===== src/logic/aicr_pkg.sv =====
// Purpose: constants and types for the converter interface register bank
// Assumes: byte-wide registers reached over a four-wire serial port
// Notes: identity values are parameters of the top module
package aicr_pkg;

  // register offsets
  localparam logic [6:0] ADDR_SETUP_A = 7'h00;
  localparam logic [6:0] ADDR_SETUP_B = 7'h01;
  localparam logic [6:0] ADDR_STATE_POWER = 7'h02;
  localparam logic [6:0] ADDR_PART_CLASS = 7'h03;
  localparam logic [6:0] ADDR_PART_NUM_LO = 7'h04;
  localparam logic [6:0] ADDR_PART_NUM_HI = 7'h05;
  localparam logic [6:0] ADDR_GRADE_VER = 7'h06;
  localparam logic [6:0] ADDR_SILICON_REV = 7'h07;
  localparam logic [6:0] ADDR_SCRATCH = 7'h0a;
  localparam logic [6:0] ADDR_PROTO_REV = 7'h0b;
  localparam logic [6:0] ADDR_MAKER_LO = 7'h0c;
  localparam logic [6:0] ADDR_MAKER_HI = 7'h0d;
  localparam logic [6:0] ADDR_LOOP_DEPTH = 7'h0e;
  localparam logic [6:0] ADDR_XFER = 7'h0f;
  localparam logic [6:0] ADDR_OPTIONS = 7'h10;
  localparam logic [6:0] ADDR_FRAME = 7'h11;
  localparam logic [6:0] ADDR_LANES = 7'h12;
  localparam logic [6:0] ADDR_POWER_DOWN = 7'h13;

  // field positions
  localparam int A_RESET = 7;
  localparam int A_ASCEND = 5;
  localparam int A_DRIVE = 4;
  localparam int A_DRIVE_SH = 3;
  localparam int A_ASCEND_SH = 2;
  localparam int A_RESET_SH = 0;
  localparam int B_ONE_SHOT = 7;
  localparam int B_RDSEL = 5;
  localparam int B_IF_CLEAR = 1;
  localparam int S_IDLE = 5;
  localparam int S_NO_ERR = 4;
  localparam int S_POWER = 0;
  localparam logic [7:0] STATE_FIXED_ONES = 8'hc0;
  localparam logic [7:0] POWER_DOWN_MASK = 8'h7b;

  // reset values
  localparam logic [7:0] RST_SETUP_A = 8'h18;
  localparam logic [7:0] RST_SETUP_B = 8'h80;
  localparam logic [7:0] RST_BYTE = 8'h00;

  // soft reset duration
  localparam int CLK_PERIOD_PS = 5000;
  localparam int SOFT_RESET_NS = 100;
  localparam int SOFT_RESET_CYCLES =
    (SOFT_RESET_NS * 1000 + CLK_PERIOD_PS - 1) / CLK_PERIOD_PS;

  // frame lengths in bits
  localparam logic [5:0] FRAME_BITS_16 = 6'd16;
  localparam logic [5:0] FRAME_BITS_16C = 6'd22;
  localparam logic [5:0] FRAME_BITS_24 = 6'd24;
  localparam logic [5:0] FRAME_BITS_24C = 6'd30;

  typedef struct packed {
    logic ascend;
    logic drive_on;
    logic one_shot;
    logic rdsel;
    logic if_clear;
    logic power_high;
    logic [7:0] scratch;
    logic [7:0] loop_depth;
    logic xfer;
    logic [3:0] options;
    logic seed_policy;
    logic [1:0] frame;
    logic [3:0] divider;
    logic [7:0] lanes;
    logic [7:0] power_down;
  } aicr_regs_s;

  localparam aicr_regs_s REGS_RESET = '{
    ascend: 1'b0, drive_on: 1'b1, one_shot: 1'b1, rdsel: 1'b0,
    if_clear: 1'b0, power_high: 1'b0, scratch: 8'h00,
    loop_depth: 8'h00, xfer: 1'b0, options: 4'h0, seed_policy: 1'b0,
    frame: 2'h0, divider: 4'h0, lanes: 8'h00, power_down: 8'h00};

  typedef struct packed {
    logic power_high;
    logic antialias_select;
    logic shared_out_source;
    logic ref_gain_fix_on;
    logic crystal_clock_out_on;
    logic check_seed_policy;
    logic [1:0] frame_code;
    logic [5:0] frame_bits;
    logic [3:0] data_clock_divider;
    logic [4:0] chain_count;
    logic [1:0] mean_select;
    logic [1:0] lane_format;
    logic [3:0] lane_out_en;
    logic [3:0] lane_chain_in;
    logic readback_first_stage;
    logic transfer_pulse;
    logic interface_logic_clear;
    logic [7:0] power_down;
    logic soft_reset_active;
  } aicr_cfg_s;

endpackage : aicr_pkg


===== src/logic/aicr_regbank.sv =====
// Purpose: serial-port register bank for interface and output setup
// Assumes: serial clock idles low, data sampled on its rising edge;
//   header byte is read flag then 7-bit address, data bytes follow
// Notes: serial port pins pass two flip-flops before use; lane zero input passes one
`timescale 1ns/1ps

module aicr_regbank
  import aicr_pkg::*;
#(
  parameter logic [7:0] PART_CLASS = 8'h11,   // value arbitrary
  parameter logic [15:0] PART_NUMBER = 16'h1234, // value arbitrary
  parameter logic [7:0] GRADE_VERSION = 8'h00, // value arbitrary
  parameter logic [7:0] SILICON_REV = 8'h01,  // value arbitrary
  parameter logic [7:0] PROTO_REV = 8'h01,    // value arbitrary
  parameter logic [15:0] MAKER_CODE = 16'h5a5a, // value arbitrary
  parameter int ERR_WIDTH = 8
) (
  // clock and reset
  input wire logic clk_i,
  input wire logic reset_n_i,
  // serial port pins
  input wire logic serial_clk_i,
  input wire logic serial_cs_n_i,
  input wire logic serial_data_i,
  output logic shared_serial_out_o,
  output logic shared_serial_out_oe_o,
  // device status
  input wire logic busy_i,
  input wire logic [ERR_WIDTH-1:0] error_flags_i,
  input wire logic [ERR_WIDTH-1:0] error_enable_i,
  input wire logic data_out_lane_zero_i,
  // configuration to the converter core
  output aicr_cfg_s cfg_o
);

  initial begin
    if (ERR_WIDTH < 1) begin
      $error("ERR_WIDTH must be at least one");
    end
  end

  typedef struct packed {
    logic [2:0] sclk_s;
    logic [2:0] cs_s;
    logic [1:0] sdi_s;
    logic [2:0] bitcnt;
    logic hdr_done;
    logic rd;
    logic refused;
    logic [6:0] addr;
    logic [6:0] start;
    logic [7:0] loopcnt;
    logic [7:0] rx;
    logic [7:0] tx;
    logic sdo;
    logic lane_q;
    logic resetting;
    logic [4:0] rst_cnt;
    logic xfer_pulse;
    aicr_regs_s regs;
  } aicr_state_s;

  localparam logic [4:0] RST_LAST = 5'(SOFT_RESET_CYCLES - 1);

  aicr_state_s st;
  aicr_state_s next_st;
  logic sclk_rise;
  logic sclk_fall;
  logic cs_on;
  logic cs_rise;
  logic byte_done;
  logic [7:0] byte_in;
  logic no_err;
  logic idle;
  logic [6:0] step_addr;
  logic [7:0] rd_hdr;
  logic [7:0] rd_step;
  logic [7:0] rd_state;

  function automatic logic [7:0] read_reg(input logic [6:0] a,
                                          input aicr_regs_s r,
                                          input logic rst_on,
                                          input logic idle_b,
                                          input logic ok_b);
    logic [7:0] d;
    d = 8'h00;
    case (a)
      ADDR_SETUP_A: begin
        d[A_RESET] = rst_on;
        d[A_RESET_SH] = rst_on;
        d[A_ASCEND] = r.ascend;
        d[A_ASCEND_SH] = r.ascend;
        d[A_DRIVE] = r.drive_on;
        d[A_DRIVE_SH] = r.drive_on;
      end
      ADDR_SETUP_B: begin
        d[B_ONE_SHOT] = r.one_shot;
        d[B_RDSEL] = r.rdsel;
        d[B_IF_CLEAR] = r.if_clear;
      end
      ADDR_STATE_POWER: begin
        d = STATE_FIXED_ONES;
        d[S_IDLE] = idle_b;
        d[S_NO_ERR] = ok_b;
        d[S_POWER] = r.power_high;
      end
      ADDR_PART_CLASS: d = PART_CLASS;
      ADDR_PART_NUM_LO: d = PART_NUMBER[7:0];
      ADDR_PART_NUM_HI: d = PART_NUMBER[15:8];
      ADDR_GRADE_VER: d = GRADE_VERSION;
      ADDR_SILICON_REV: d = SILICON_REV;
      ADDR_PROTO_REV: d = PROTO_REV;
      ADDR_MAKER_LO: d = MAKER_CODE[7:0];
      ADDR_MAKER_HI: d = MAKER_CODE[15:8];
      ADDR_SCRATCH: d = r.scratch;
      ADDR_LOOP_DEPTH: d = r.loop_depth;
      ADDR_XFER: d = {7'h00, r.xfer};
      ADDR_OPTIONS: d = {4'h0, r.options};
      ADDR_FRAME: d = {r.seed_policy, 1'b0, r.frame, r.divider};
      ADDR_LANES: d = r.lanes;
      ADDR_POWER_DOWN: d = r.power_down;
      default: d = 8'h00;
    endcase
    return d;
  endfunction : read_reg

  // lane usage from format and mean select: {out_en, chain_in}
  function automatic logic [7:0] lane_plan(input logic [1:0] fmt,
                                           input logic [1:0] avg);
    logic [7:0] p;
    p = 8'h00;
    case (fmt)
      2'b00: p = {4'b0001, 4'b0100};
      2'b01: p = {4'b0011, 4'b1100};
      2'b10: p = {4'b1111, 4'b0000};
      2'b11: begin
        case (avg)
          2'b00: p = {4'b0001, 4'b0100};
          2'b01: p = {4'b1101, 4'b0000};
          2'b10: p = {4'b0111, 4'b0000};
          2'b11: p = {4'b0011, 4'b1100};
          default: p = 8'h00;
        endcase
      end
      default: p = 8'h00;
    endcase
    return p;
  endfunction : lane_plan

  function automatic logic [5:0] frame_len(input logic [1:0] code);
    logic [5:0] n;
    case (code)
      2'b00: n = FRAME_BITS_16;
      2'b01: n = FRAME_BITS_16C;
      2'b10: n = FRAME_BITS_24;
      default: n = FRAME_BITS_24C;
    endcase
    return n;
  endfunction : frame_len

  assign sclk_rise = st.sclk_s[1] & ~st.sclk_s[2];
  assign sclk_fall = ~st.sclk_s[1] & st.sclk_s[2];
  assign cs_on = ~st.cs_s[1];
  assign cs_rise = st.cs_s[1] & ~st.cs_s[2];
  assign byte_done = cs_on & sclk_rise & (st.bitcnt == 3'd7);
  assign byte_in = {st.rx[6:0], st.sdi_s[1]};
  assign no_err = ~|(error_flags_i & error_enable_i);
  assign idle = ~busy_i & ~st.resetting;

  always_comb begin
    logic [6:0] base;
    logic [6:0] nxt;
    base = st.hdr_done ? st.addr : byte_in[6:0];
    // descending by default, wraps through loop depth when set
    nxt = st.regs.ascend ? base + 7'd1 : base - 7'd1;
    if (st.hdr_done && st.regs.loop_depth != 8'h00 &&
        st.loopcnt + 8'd1 >= st.regs.loop_depth) begin
      nxt = st.start;
    end
    step_addr = nxt;
  end

  assign rd_hdr = read_reg(byte_in[6:0], st.regs, st.resetting, idle,
                           no_err);
  assign rd_step = read_reg(step_addr, st.regs, st.resetting, idle,
                            no_err);
  assign rd_state = read_reg(ADDR_STATE_POWER, st.regs, st.resetting,
                             idle, no_err);

  always_comb begin
    next_st = st;
    next_st.sclk_s = {st.sclk_s[1:0], serial_clk_i};
    next_st.cs_s = {st.cs_s[1:0], serial_cs_n_i};
    next_st.sdi_s = {st.sdi_s[0], serial_data_i};
    next_st.lane_q = data_out_lane_zero_i;
    next_st.xfer_pulse = 1'b0;
    next_st.regs.xfer = 1'b0;
    if (cs_rise) begin
      next_st.hdr_done = 1'b0;
      next_st.bitcnt = 3'd0;
      next_st.refused = 1'b0;
    end else if (cs_on && sclk_rise) begin
      next_st.rx = byte_in;
      next_st.bitcnt = st.bitcnt + 3'd1;
      if (byte_done && !st.hdr_done) begin
        next_st.hdr_done = 1'b1;
        next_st.rd = byte_in[7];
        next_st.addr = byte_in[6:0];
        next_st.start = byte_in[6:0];
        next_st.loopcnt = 8'h00;
        next_st.tx = rd_hdr;
      end else if (byte_done && !st.refused) begin
        if (!st.rd) begin
          case (st.addr)
            ADDR_SETUP_A: begin
              next_st.regs.ascend = byte_in[A_ASCEND];
              next_st.regs.drive_on = byte_in[A_DRIVE];
              if (byte_in[A_RESET] || byte_in[A_RESET_SH]) begin
                next_st.resetting = 1'b1;
                next_st.rst_cnt = 5'd0;
              end
            end
            ADDR_SETUP_B: begin
              next_st.regs.one_shot = byte_in[B_ONE_SHOT];
              next_st.regs.rdsel = byte_in[B_RDSEL];
              next_st.regs.if_clear = byte_in[B_IF_CLEAR];
            end
            ADDR_STATE_POWER: next_st.regs.power_high =
              byte_in[S_POWER];
            ADDR_SCRATCH: next_st.regs.scratch = byte_in;
            ADDR_LOOP_DEPTH: next_st.regs.loop_depth = byte_in;
            ADDR_XFER: begin
              next_st.regs.xfer = byte_in[0];
              next_st.xfer_pulse = byte_in[0];
            end
            ADDR_OPTIONS: next_st.regs.options = byte_in[3:0];
            ADDR_FRAME: begin
              next_st.regs.seed_policy = byte_in[7];
              next_st.regs.frame = byte_in[5:4];
              next_st.regs.divider = byte_in[3:0];
            end
            ADDR_LANES: next_st.regs.lanes = byte_in;
            ADDR_POWER_DOWN: next_st.regs.power_down =
              byte_in & POWER_DOWN_MASK;
            default: next_st.regs.xfer = 1'b0;
          endcase
        end
        if (st.regs.one_shot) begin
          next_st.refused = 1'b1;
          next_st.tx = 8'h00;
        end else begin
          next_st.addr = step_addr;
          next_st.loopcnt = (step_addr == st.start) ? 8'h00 :
                            st.loopcnt + 8'd1;
          next_st.tx = rd_step;
        end
      end
    end
    if (cs_on && sclk_fall) begin
      next_st.sdo = st.tx[7];
      next_st.tx = {st.tx[6:0], 1'b0};
    end
    if (!cs_on) begin
      next_st.sdo = 1'b0;
    end
    if (st.resetting) begin
      next_st.rst_cnt = st.rst_cnt + 5'd1;
      if (st.rst_cnt == RST_LAST) begin
        next_st.resetting = 1'b0;
        next_st.regs = REGS_RESET;
      end
    end
  end

  always_ff @(posedge clk_i or negedge reset_n_i) begin
    if (!reset_n_i) begin
      st <= '{sclk_s: 3'h0, cs_s: 3'h7, sdi_s: 2'h0, bitcnt: 3'h0,
              hdr_done: 1'b0, rd: 1'b0, refused: 1'b0, addr: 7'h00,
              start: 7'h00, loopcnt: 8'h00, rx: 8'h00, tx: 8'h00,
              sdo: 1'b0, lane_q: 1'b0, resetting: 1'b0,
              rst_cnt: 5'h00, xfer_pulse: 1'b0, regs: REGS_RESET};
    end else begin
      st <= next_st;
    end
  end

  // shared pin source and drive
  assign shared_serial_out_o = st.regs.options[2] ? st.lane_q :
                               st.sdo;
  assign shared_serial_out_oe_o = st.regs.drive_on;

  always_comb begin
    logic [7:0] plan;
    plan = lane_plan(st.regs.lanes[1:0], st.regs.lanes[3:2]);
    cfg_o.power_high = st.regs.power_high;
    cfg_o.antialias_select = st.regs.options[3];
    cfg_o.shared_out_source = st.regs.options[2];
    cfg_o.ref_gain_fix_on = st.regs.options[1];
    cfg_o.crystal_clock_out_on = st.regs.options[0];
    cfg_o.check_seed_policy = st.regs.seed_policy;
    cfg_o.frame_code = st.regs.frame;
    cfg_o.frame_bits = frame_len(st.regs.frame);
    cfg_o.data_clock_divider = st.regs.divider;
    cfg_o.chain_count = {1'b0, st.regs.lanes[7:4]} + 5'd1;
    cfg_o.mean_select = st.regs.lanes[3:2];
    cfg_o.lane_format = st.regs.lanes[1:0];
    cfg_o.lane_out_en = plan[7:4];
    cfg_o.lane_chain_in = plan[3:0];
    cfg_o.readback_first_stage = st.regs.rdsel;
    cfg_o.transfer_pulse = st.xfer_pulse;
    cfg_o.interface_logic_clear = st.regs.if_clear;
    cfg_o.power_down = st.regs.power_down;
    cfg_o.soft_reset_active = st.resetting;
  end
endmodule : aicr_regbank


===== config.mk =====
export PLATFORM = sky130hd
export DESIGN_NAME = aicr_regbank
export DESIGN_NICKNAME = d
export VERILOG_FILES = /design/src/logic/aicr_pkg.sv /design/src/logic/aicr_regbank.sv
export SDC_FILE = /design/constraint.sdc
export NUM_CORES = 1
export LEC_CHECK = 0
export BUFFER_PORTS_ARGS = -buffer_cell sky130_fd_sc_hd__buf_2
export CAP_MARGIN = 0
export CORE_MARGIN = 8
export CORE_UTILIZATION = 55
export DETAILED_ROUTE_END_ITERATION = 10
export PLACE_DENSITY = 0.87
export SLEW_MARGIN = 15
export SYNTH_ARGS = -nofsm -noshare
export SYNTH_HDL_FRONTEND = slang
export SYNTH_SLANG_ARGS = --single-unit

===== constraint.sdc =====
create_clock -name clk_i -period 3.5 [get_ports clk_i]
set_input_delay 0.35 -clock clk_i [delete_from_list [all_inputs] [get_ports clk_i]]
set_output_delay 0.35 -clock clk_i [all_outputs]
set_load 0.1 [all_outputs]

# Yosys cells after proc, flatten, opt, wreduce, memory -nomap -nowiden
# Index checks and enable logic that the tools add are counted.
[totals]
inputBits = 23
ff_bits = 111
output_inout_bits = 49
[op_classes]
eq_ne = 58
bitwise = 14
n_reduce_logical = 47
add_sub_neg = 6
order_cmp = 1
mux = 60
[ops]
columns = ["operator", "count"]
rows = [
  ["$mux 57", 5],
  ["$eq 7x4->1 const B", 15],
  ["$mux 8", 13],
  ["$mux 50", 2],
  ["$eq 7x5->1 const B", 12],
  ["$pmux 3 s11", 2],
  ["$pmux 8 s4", 2],
  ["$mux 7", 7],
  ["$mux 44", 1],
  ["$eq 7x3->1 const B", 6],
  ["$eq 7x2->1 const B", 5],
  ["$pmux 1 s8", 3],
  ["$reduce_bool 2->1", 11],
  ["$eq 7x1->1 const B", 3],
  ["$logic_not 7->1", 3],
  ["$pmux 1 s10", 2],
  ["$mux 6", 3],
  ["$pmux 1 s9", 2],
  ["$reduce_or 3->1", 6],
  ["$pmux 4 s3", 1],
  ["$eq 2x2->1 const B", 5],
  ["$pmux 1 s5", 2],
  ["$mux 9", 1],
  ["$add 8x1->8 const B", 1],
  ["other kinds (32)", 73],
]

# Longest topological paths before layout
# Gate-level depths: netlist of run 1.
[depth]
depth_word = 14
depth_mapped = 17
mapped_depth_nobuf = 14

# Least setup slack after synthesis of run 1
# OpenSTA, ideal clock, no wires.
[synth_path]
path_kind = "reg-to-reg"
from = "reg st (netlist bit byte_in[1])"
to = "reg st[61] (netlist name)"
path_buffers = 3
setup_ns = 0.104
arrival_time_ns = 3.615
stages_incl_launch_ff = 15
synth_period_minus_slack_ns = 3.718
setup_slack_ns = -0.218
path_cell_list = "dfrtp_1 -> clkbuf_1 -> clkbuf_1 -> buf_1 -> mux2i_1 -> fa_1 -> nor2b_1 -> o22ai_1 -> xnor2_1 -> or3b_1 -> mux2_2 -> nor2_2 -> and2_4 -> nand2_1 -> a221oi_1"
[synth_between]
elab_chain_cells = 13
[synth_rtl]
columns = ["element", "line", "source"]
rows = [
  ["from (decl)", "aicr_regbank.sv:65", "aicr_state_s st;"],
  ["from (signal assigned)", "aicr_regbank.sv:277", "st <= '{sclk_s: 3'h0, cs_s: 3'h7, sdi_s: 2'h0, bitcnt: 3'h0,"],
  ["from (signal assigned)", "aicr_regbank.sv:283", "st <= next_st;"],
  ["$mux 7", "aicr_regbank.sv:173", "base = st.hdr_done ? st.addr : byte_in[6:0];"],
  ["$sub 7x1->7 or $add 7x1->7 (tied branches)", "aicr_regbank.sv:175", "nxt = st.regs.ascend ? base + 7'd1 : base - 7'd1;"],
  ["$mux 7", "aicr_regbank.sv:175", ""],
  ["$mux 7", "aicr_regbank.sv:176", "if (st.hdr_done && st.regs.loop_depth != 8'h00 &&"],
  ["$eq 7x4->1, or another cell as far along", "aicr_regbank.sv:87", "case (a)"],
  ["$reduce_or 2->1 (no line)", "n/a", ""],
  ["$pmux 3 s11", "aicr_regbank.sv:87", ""],
  ["$mux 8", "aicr_regbank.sv:248", "if (st.regs.one_shot) begin"],
  ["$mux 8", "aicr_regbank.sv:212", "end else if (byte_done && !st.refused) begin"],
  ["$mux 8 (*)", "aicr_regbank.sv:205", "if (byte_done && !st.hdr_done) begin"],
  ["$mux 44 (*)", "aicr_regbank.sv:202", "end else if (cs_on && sclk_rise) begin"],
  ["$mux 8 (*)", "aicr_regbank.sv:198", "if (cs_rise) begin"],
  ["$mux 9 (*)", "aicr_regbank.sv:259", "if (cs_on && sclk_fall) begin"],
]
# Every way passes the cells marked *; elsewhere a longest branch is shown, timed or not. The select of a mux whose other input is x is not followed.
# A chain may end at the register's enable or synchronous reset.

# Worst setup path after layout of run 1
[layout_path]
from = "reg st[75] (netlist name)"
to = "reg st[66] (netlist name)"
[layout_between]
elab_chain_cells = 12
[layout_rtl]
columns = ["element", "line", "source"]
rows = [
  ["$add 8x1->8 (*)", "aicr_regbank.sv:177", "st.loopcnt + 8'd1 >= st.regs.loop_depth) begin"],
  ["$ge 8x8->1 (*)", "aicr_regbank.sv:177", ""],
  ["$logic_and 1x1->1 (*)", "aicr_regbank.sv:176", ""],
  ["$mux 7 (*)", "aicr_regbank.sv:176", ""],
  ["$eq 7x5->1, or another cell as far along", "aicr_regbank.sv:87", ""],
  ["$pmux 1 s7 (*)", "aicr_regbank.sv:87", ""],
  ["$mux 8 (*)", "aicr_regbank.sv:248", ""],
  ["$mux 8 (*)", "aicr_regbank.sv:212", ""],
  ["$mux 8 (*)", "aicr_regbank.sv:205", ""],
  ["$mux 44 (*)", "aicr_regbank.sv:202", ""],
  ["$mux 8 (*)", "aicr_regbank.sv:198", ""],
  ["$mux 9 (*)", "aicr_regbank.sv:259", ""],
]
# Marks and branches as above.

==> metrics.md, run 1 <==
| Metric | Value |
|---|---|
| Crit. End Element | `flop` |
| Port bufs | `65` |
| Tightest Pin Transition | `1020 ps` |
| Synth Instances | `859` |
| Worst EP required | `3740 ps` |
| Synth warnings | `0` |
| Largest cells by area after synthesis | `dfrtp_1 35%, mux2i_1 7.5%, nand2_1 6.2%, nor2_1 3.9%, ha_1 3.7%` |
| Run status | `finished, violations left` |
| Share of cells above drive strength 1 | `0.282` |
| GRT overflow | `0` |
| Min-delay worst type | `in -> reg` |
| Hold Buf Count CTS | `0` |
| ANT nets after route | `0` |
| Normalized max-slew margin | `0.322` |
| Antenna diodes | `0` |
| Setup WS post-layout | `-169 ps` |
| Root Buffer Master | `clkbuf_16` |
| WL met3 | `3100 um` |
| Final worst path period need | `3670 ps` |
| Final hold viol count | `0` |
| Final Util | `0.686` |
| First-pass GRT wire length | `38300 um` |
| Post-synth top flop | `dfrtp_1` |
| Starting density of the core | `0.565` |
| Num ports | `72` |
| Failing checks | `negative setup slack` |
| Sequential share of the synthesized area | `0.369` |
| Clock Latency Late Sink | `360 ps` |
| Gp weighted congestion | `1.01` |
| 1st-pass router iterations | `6` |
| CTS HTree Levels | `3` |
| Final slew viol count | `0` |
| CP cell instances | `buf_6 -> ha_4 -> nand3_4 -> nor2_4 -> xor2_1 -> ha_1 -> and3_4 -> and2_4 -> o311ai_4 -> buf_4 -> a21oi_1 -> or2_4 -> a221oi_2 -> o22ai_1 -> nor4_2 -> a211oi_1` |
| Synth Cell Area | `7480 um2` |
| Pwr Density | `430 nW/um2` |
| Max_cap viols | `0` |
| WL/cell | `21.7 um` |
| Clk slew on worst S/H paths | `80 ps` |
| Worst path slowest cell | `dfrtp_1` |
| Top post-synthesis cells by count | `123 x nand2_1, 105 x dfrtp_1, 78 x nor2_1` |
| Startpoint types | `flop` |
| Hold Slack | `91.2 ps` |
| WL met1 | `9490 um` |
| Largest net degree at the start of global routing | `72` |
| Setup TNS | `-771 ps` |
| Vias post-DR | `7263` |
| Filler cell count | `1012` |
| Most frequent cell after synthesis | `nand2_1` |
| DIE WIDTH | `133 um` |
| Final Cycle Share | `1.05` |
| Cell variety after synth | `81` |
| Total placed instance area | `8340 um2` |
| Cell row count | `42` |
| Flops & latches, synth | `110` |
| Number of global-route vias before repair | `7018` |
| Top-area cell type share of the netlist area | `0.351` |
| Multi-input gate area | `4480 um2` |
| TritonCTS clock tree | `done` |
| Vias per std cell | `6.37` |
| Initial antenna violation count | `0` |
| Leak | `4.15 nW` |
| Finish-stage setup viols | `8` |
| GR Util All Layers | `0.272` |
| Inst Count DP | `1113` |
| Top Metal Used | `met4` |
| Synthesized area per cell | `8.71 um2` |
| Post-DP HPWL | `17200 um` |
| # DRC | `0` |
| CP arrival | `3910 ps` |
| Die area | `17600 um2` |
| Layout Skew | `14.2 ps` |
| Kind of critical path | `reg -> reg` |
| Async SR Flop Fraction | `1.00` |
| Core Area | `13200 um2` |
| Max incr delay on CP | `410 ps` |
| Register area | `2760 um2` |
| CP bufs+invs | `2` |
| Fin area | `9090 um2` |
| Initial DRC count | `942` |
| CP top delay family | `compound AO/OA/AOI/OAI gates` |
| Die H | `133 um` |
| Nets | `1006` |
| FMAX | `273 MHz` |
| Final Non-Filler Cells | `1141` |
| Post-synth EDFFs | `0` |
| Synth area leader | `dfrtp_1` |
| CTS Sinks | `110` |
| Unrepaired setup endpoints after global routing | `true` |
| Clk buf depth | `2` |
| Post-Route WL | `24800 um` |
| Max FO, Critical Path | `6` |
| Num CTS Buffers | `9` |
| Area Overhead vs Synth | `21.5%` |
| VDD IR max | `0.318 mV` |
| Met2 WL | `11000 um` |
==> logic make-up (layout without fill, tap and decap cells) <==
| group | Yosys count | in the layout | synth area share |
|---|---|---|---|
| adder cells (fa/ha/maj) | 23 | 23 | 0.0395 |
| multiplexers | 68 | 68 | 0.0965 |
| AO/OA/AOI/OAI | 187 | 187 | 0.173 |
| XOR/XNOR | 27 | 27 | 0.0341 |
| flip-flops | 110 | 110 | 0.369 |
| AND/OR/NAND/NOR | 332 | 332 | 0.211 |
| other | 2 | 6 | 0.00100 |
| buffers and inverters | 110 | 212 | 0.0766 |
==> area by class of cell <==
class / count / area share
Clock inverter: 7 / 0.00881
Sequential cell: 110 / 0.304
Multi-Input combinational cell: 643 / 0.493
Clock buffer: 9 / 0.0248
Timing Repair Buffer: 174 / 0.136
Inverter: 22 / 0.00964
Tap cell: 176 / 0.0242
==> layer usage <==
metal  up-vias  GRT usage
met4         0      0.113
met1      3426      0.352
li1       3189          -
met2       529      0.417
met5         -          0
met3       119     0.0780
==> worst paths after layout <==
kind	start	endpoint	slack (ps)	cells after the start
max in group asynchronous	reset_n_i	shared_serial_out_oe_o$_DFF_PN1_	2570	2
hold reg to reg	next_st[109]$_DFF_PN0_	next_st[110]$_DFF_PN0_	350	0
setup / recovery	st[75]$_DFFE_PN0P_	st[66]$_DFFE_PN0P_	-170	16
hold / removal	serial_cs_n_i	next_st[106]$_DFF_PN1_	90	1
min in group asynchronous	reset_n_i	st[81]$_DFFE_PN0P_	120	1
setup reg to reg	st[75]$_DFFE_PN0P_	st[66]$_DFFE_PN0P_	-170	16
==> registers in the layout, summed over array words and instances (netlist names) <==
register and cells:
shared_serial_out_oe_o 1, st 68, cfg_o 28, next_st 5, byte_in 8
==> power by group <==
part           internal, mW  switching [mW]
registers              1.32          0.0406
logic                 0.644           0.824
clock network         0.568           0.518
==> worst reg2reg max path, stage by stage (launching register included) <==
cell	delay, ps
dfrtp_1	410
buf_6	130
ha_4	140
nand3_4	90
nor2_4	120
xor2_1	210
ha_1	290
and3_4	190
and2_4	150
o311ai_4	390
buf_4	230
a21oi_1	130
or2_4	300
a221oi_2	300
o22ai_1	150
nor4_2	210
a211oi_1	120
==> stage by stage <==
stage | power, mW | setup WS (ps)
final | 3.91 | -169
after global placement | 2.62 | -194
after detailed placement | 2.64 | -220
after floorplan | 2.15 | 22.3
after global routing | 4.06 | -273
after CTS | 3.80 | -51.0
==> timing repair <==
| action | in CTS | in global routing |
|---|---|---|
| endpoints found under the setup margin | 8 | 10 |
| gates cloned | 1 | 0 |
| pin swaps | 10 | 21 |
| buffers inserted | 4 | 9 |
| gates resized for setup | 43 | 28 |
==> cells in the final DEF, fill, tap and decap left out, types with 16 or more instances in the layout <==
cell and count:
mux2i_1 55, a21oi_1 35, ha_1 21, nand2_1 121, dfrtp_1 105, buf_2 64
nand3_1 25, inv_1 21, nor2_1 77, buf_4 100, o21ai_0 40, xnor2_1 16
Power figures use the tool's default switching activity.
==> inputs of run 2 (changes only) <==
--- a/config.mk
+++ b/config.mk
@@ -10,7 +10,7 @@
 export CORE_MARGIN = 8
 export CORE_UTILIZATION = 55
 export DETAILED_ROUTE_END_ITERATION = 10
-export PLACE_DENSITY = 0.87
+export PLACE_DENSITY_LB_ADDON = 0.3
 export SLEW_MARGIN = 15
 export SYNTH_ARGS = -nofsm -noshare
 export SYNTH_HDL_FRONTEND = slang
==> metrics.md, run 2 (synthesis gave the netlist of run 1 again) <==
| Metric | Value |
|---|---|
| Run status | `finished, violations left` |
| Failing checks | `negative setup slack` |
| CP cell instances | `and3_4 -> and3_4 -> and3_4 -> xor2_2 -> ha_1 -> and3_4 -> o2111ai_4 -> or3b_4 -> nand2_8 -> buf_6 -> mux2_4 -> a41oi_2 -> o21ai_2 -> a31oi_1 -> a2bb2oi_1` |
| Worst path slowest cell | `or3b_4` |
| Worst R2R Path Depth | `15 (-1)` |
| Clk buf depth | `2 (unchanged)` |
| DIE WIDTH | `133 um (unchanged)` |
| Unrepaired setup endpoints after global routing | `true` |
| Area Overhead vs Synth | `20.4%` |
| Num ports | `72 (unchanged)` |
| First-pass GRT wire length | `38100 um (-0.63%)` |
| Max reg flops | `68 (unchanged)` |
| Nets | `1001 (-0.50%)` |
| Root Buffer Master | `clkbuf_16` |
| CP top delay family | `simple AND/OR/NAND/NOR gates` |
| Hold Slack | `72.3 ps (-18.9 ps)` |
| Most flops, register | `st` |
| Vias post-DR | `7193 (-0.96%)` |
| FMAX | `277 MHz (+1.5%)` |
| Pwr Density | `431 nW/um2 (+0.14%)` |
| Final hold viol count | `0 (unchanged)` |
| Clk slew on worst S/H paths | `80 ps (about the same)` |
| Most frequent cells in the layout | `123 x nand2_1, 105 x dfrtp_1, 98 x buf_4` |
| WL/cell | `21.4 um (-1.2%)` |
| Vias per std cell | `6.33 (-0.53%)` |
| Leak | `4.09 nW (-1.5%)` |
| Cell repeated most along the worst path | `and3_4` |
| Die area | `17600 um2 (unchanged)` |
| CTS HTree Levels | `3 (unchanged)` |
| Crit. End Element | `flop` |
| Num CTS Buffers | `9 (unchanged)` |
| # DRC | `0 (unchanged)` |
| Initial antenna violation count | `0 (unchanged)` |
| CP arrival | `3900 ps (about the same)` |
| Startpoint types | `flop` |
| Layout Skew | `16.5 ps (+2.33 ps)` |
| Min-delay worst type | `in -> async` |
| Cell row count | `42 (unchanged)` |
| Post-Route WL | `24400 um (-1.7%)` |
| Post-DP HPWL | `17800 um (+3.4%)` |
| 1st-pass router iterations | `7 (+1)` |
| Max incr delay on CP | `460 ps (+50 ps)` |
| Final Non-Filler Cells | `1136 (-0.44%)` |
| TritonCTS clock tree | `done` |
| Gp weighted congestion | `1.00 (-0.89%)` |
| Commonest non-fill, non-tap cell in the layout | `nand2_1` |
| Max FO, Critical Path | `5 (-1)` |
| Final Cycle Share | `1.03 (-0.0151)` |
| CP bufs+invs | `1 (-1)` |
| Number of global-route vias before repair | `6957 (-0.87%)` |
| Final slew viol count | `0 (unchanged)` |
| GRT overflow | `0 (unchanged)` |
| GR Util All Layers | `0.271 (-0.00135)` |
| Worst r2r src | `st[76]$_DFFE_PN0P_` |
| Starting density of the core | `0.565 (unchanged)` |
| Normalized max-slew margin | `0.340 (+0.0184)` |
| Port bufs | `65 (unchanged)` |
| Max_cap viols | `0 (unchanged)` |
| Reg-to-reg slack, setup | `-120 ps (+50 ps)` |
| VDD IR max | `0.301 mV (-5.5%)` |
| Hold Buf Count CTS | `0 (unchanged)` |
| Tightest Pin Transition | `989 ps (-27.7 ps)` |
| Setup WS post-layout | `-116 ps (+52.7 ps)` |
| Largest net degree at the start of global routing | `67 (-6.9%)` |
| Core Area | `13200 um2 (unchanged)` |
| Final worst path period need | `3620 ps (-52.7 ps)` |
| Share of cells above drive strength 1 | `0.279 (-0.00270)` |
| ANT nets after route | `0 (unchanged)` |
| Clock Latency Late Sink | `370 ps (about the same)` |
| Kind of critical path | `reg -> reg` |
| Initial DRC count | `811 (-14%)` |
| Inst Count DP | `1106 (-0.63%)` |
| Die H | `133 um (unchanged)` |
| Antenna diodes | `0 (unchanged)` |
| Worst reg2reg endpoint | `st[62]$_DFFE_PN0P_` |
| Finish-stage setup viols | `5 (-3)` |
| CTS Sinks | `110 (unchanged)` |
| Worst EP required | `3780 ps (+40 ps)` |
==> run 2: per-layer routing <==
layer / vias up / track usage / share of wire
met5: - / 0 / 0
met4: 0 / 0.109 / 0.035
met3: 99 / 0.0882 / 0.10
met2: 428 / 0.415 / 0.45
met1: 3472 / 0.346 / 0.41
li1: 3194 / - / -
==> run 2: worst max-delay path by stage <==
stage / cells after the start / end / from
finish: 15 / st[62]$_DFFE_PN0P_ / st[76]$_DFFE_PN0P_
global route: 16 / st[66]$_DFFE_PN0P_ / st[76]$_DFFE_PN0P_
CTS: 15 / st[62]$_DFFE_PN0P_ / st[75]$_DFFE_PN0P_
detailed placement: 15 / st[62]$_DFFE_PN0P_ / st[75]$_DFFE_PN0P_
global placement: 15 / st[62]$_DFFE_PN0P_ / st[75]$_DFFE_PN0P_
floorplan: 14 / st[61]$_DFFE_PN0P_ / byte_in[2]$_DFFE_PN0P_
==> run 2: final cells by class <==
class	count	area [um2]
sequential	110	2760
clock buffer	9	225
clock inverter	7	98.8
timing repair buffer	169	1140
fill	1071	4240
multi-input combinational	643	4470
inverter	22	87.6
tap	176	220
==> run 2: repair_timing <==
item | in CTS | in global routing
gates cloned | 0 | 0
gates resized for setup | 36 | 39
pin swaps | 18 | 24
setup endpoints to repair | 8 | 12
setup buffers | 6 | 9
==> run 2: report_power, final <==
group	internal, mW	switching, mW
clock network	0.580	0.530
logic	0.604	0.810
registers	1.32	0.0411
==> run 2: through the flow <==
stage                     total power [mW]   util  TNS [ps]  setup slack (ps)  area (um2)
after floorplan                       2.15      -         0              22.3        7500
after global placement                2.61  0.623      -976              -192        8260
after detailed placement              2.62  0.623     -1440              -282        8260
after CTS                             3.81  0.664     -13.9             -13.9        8790
after global routing                  4.03  0.680     -1310              -314        9010
final                                 3.88  0.680      -350              -116        9010
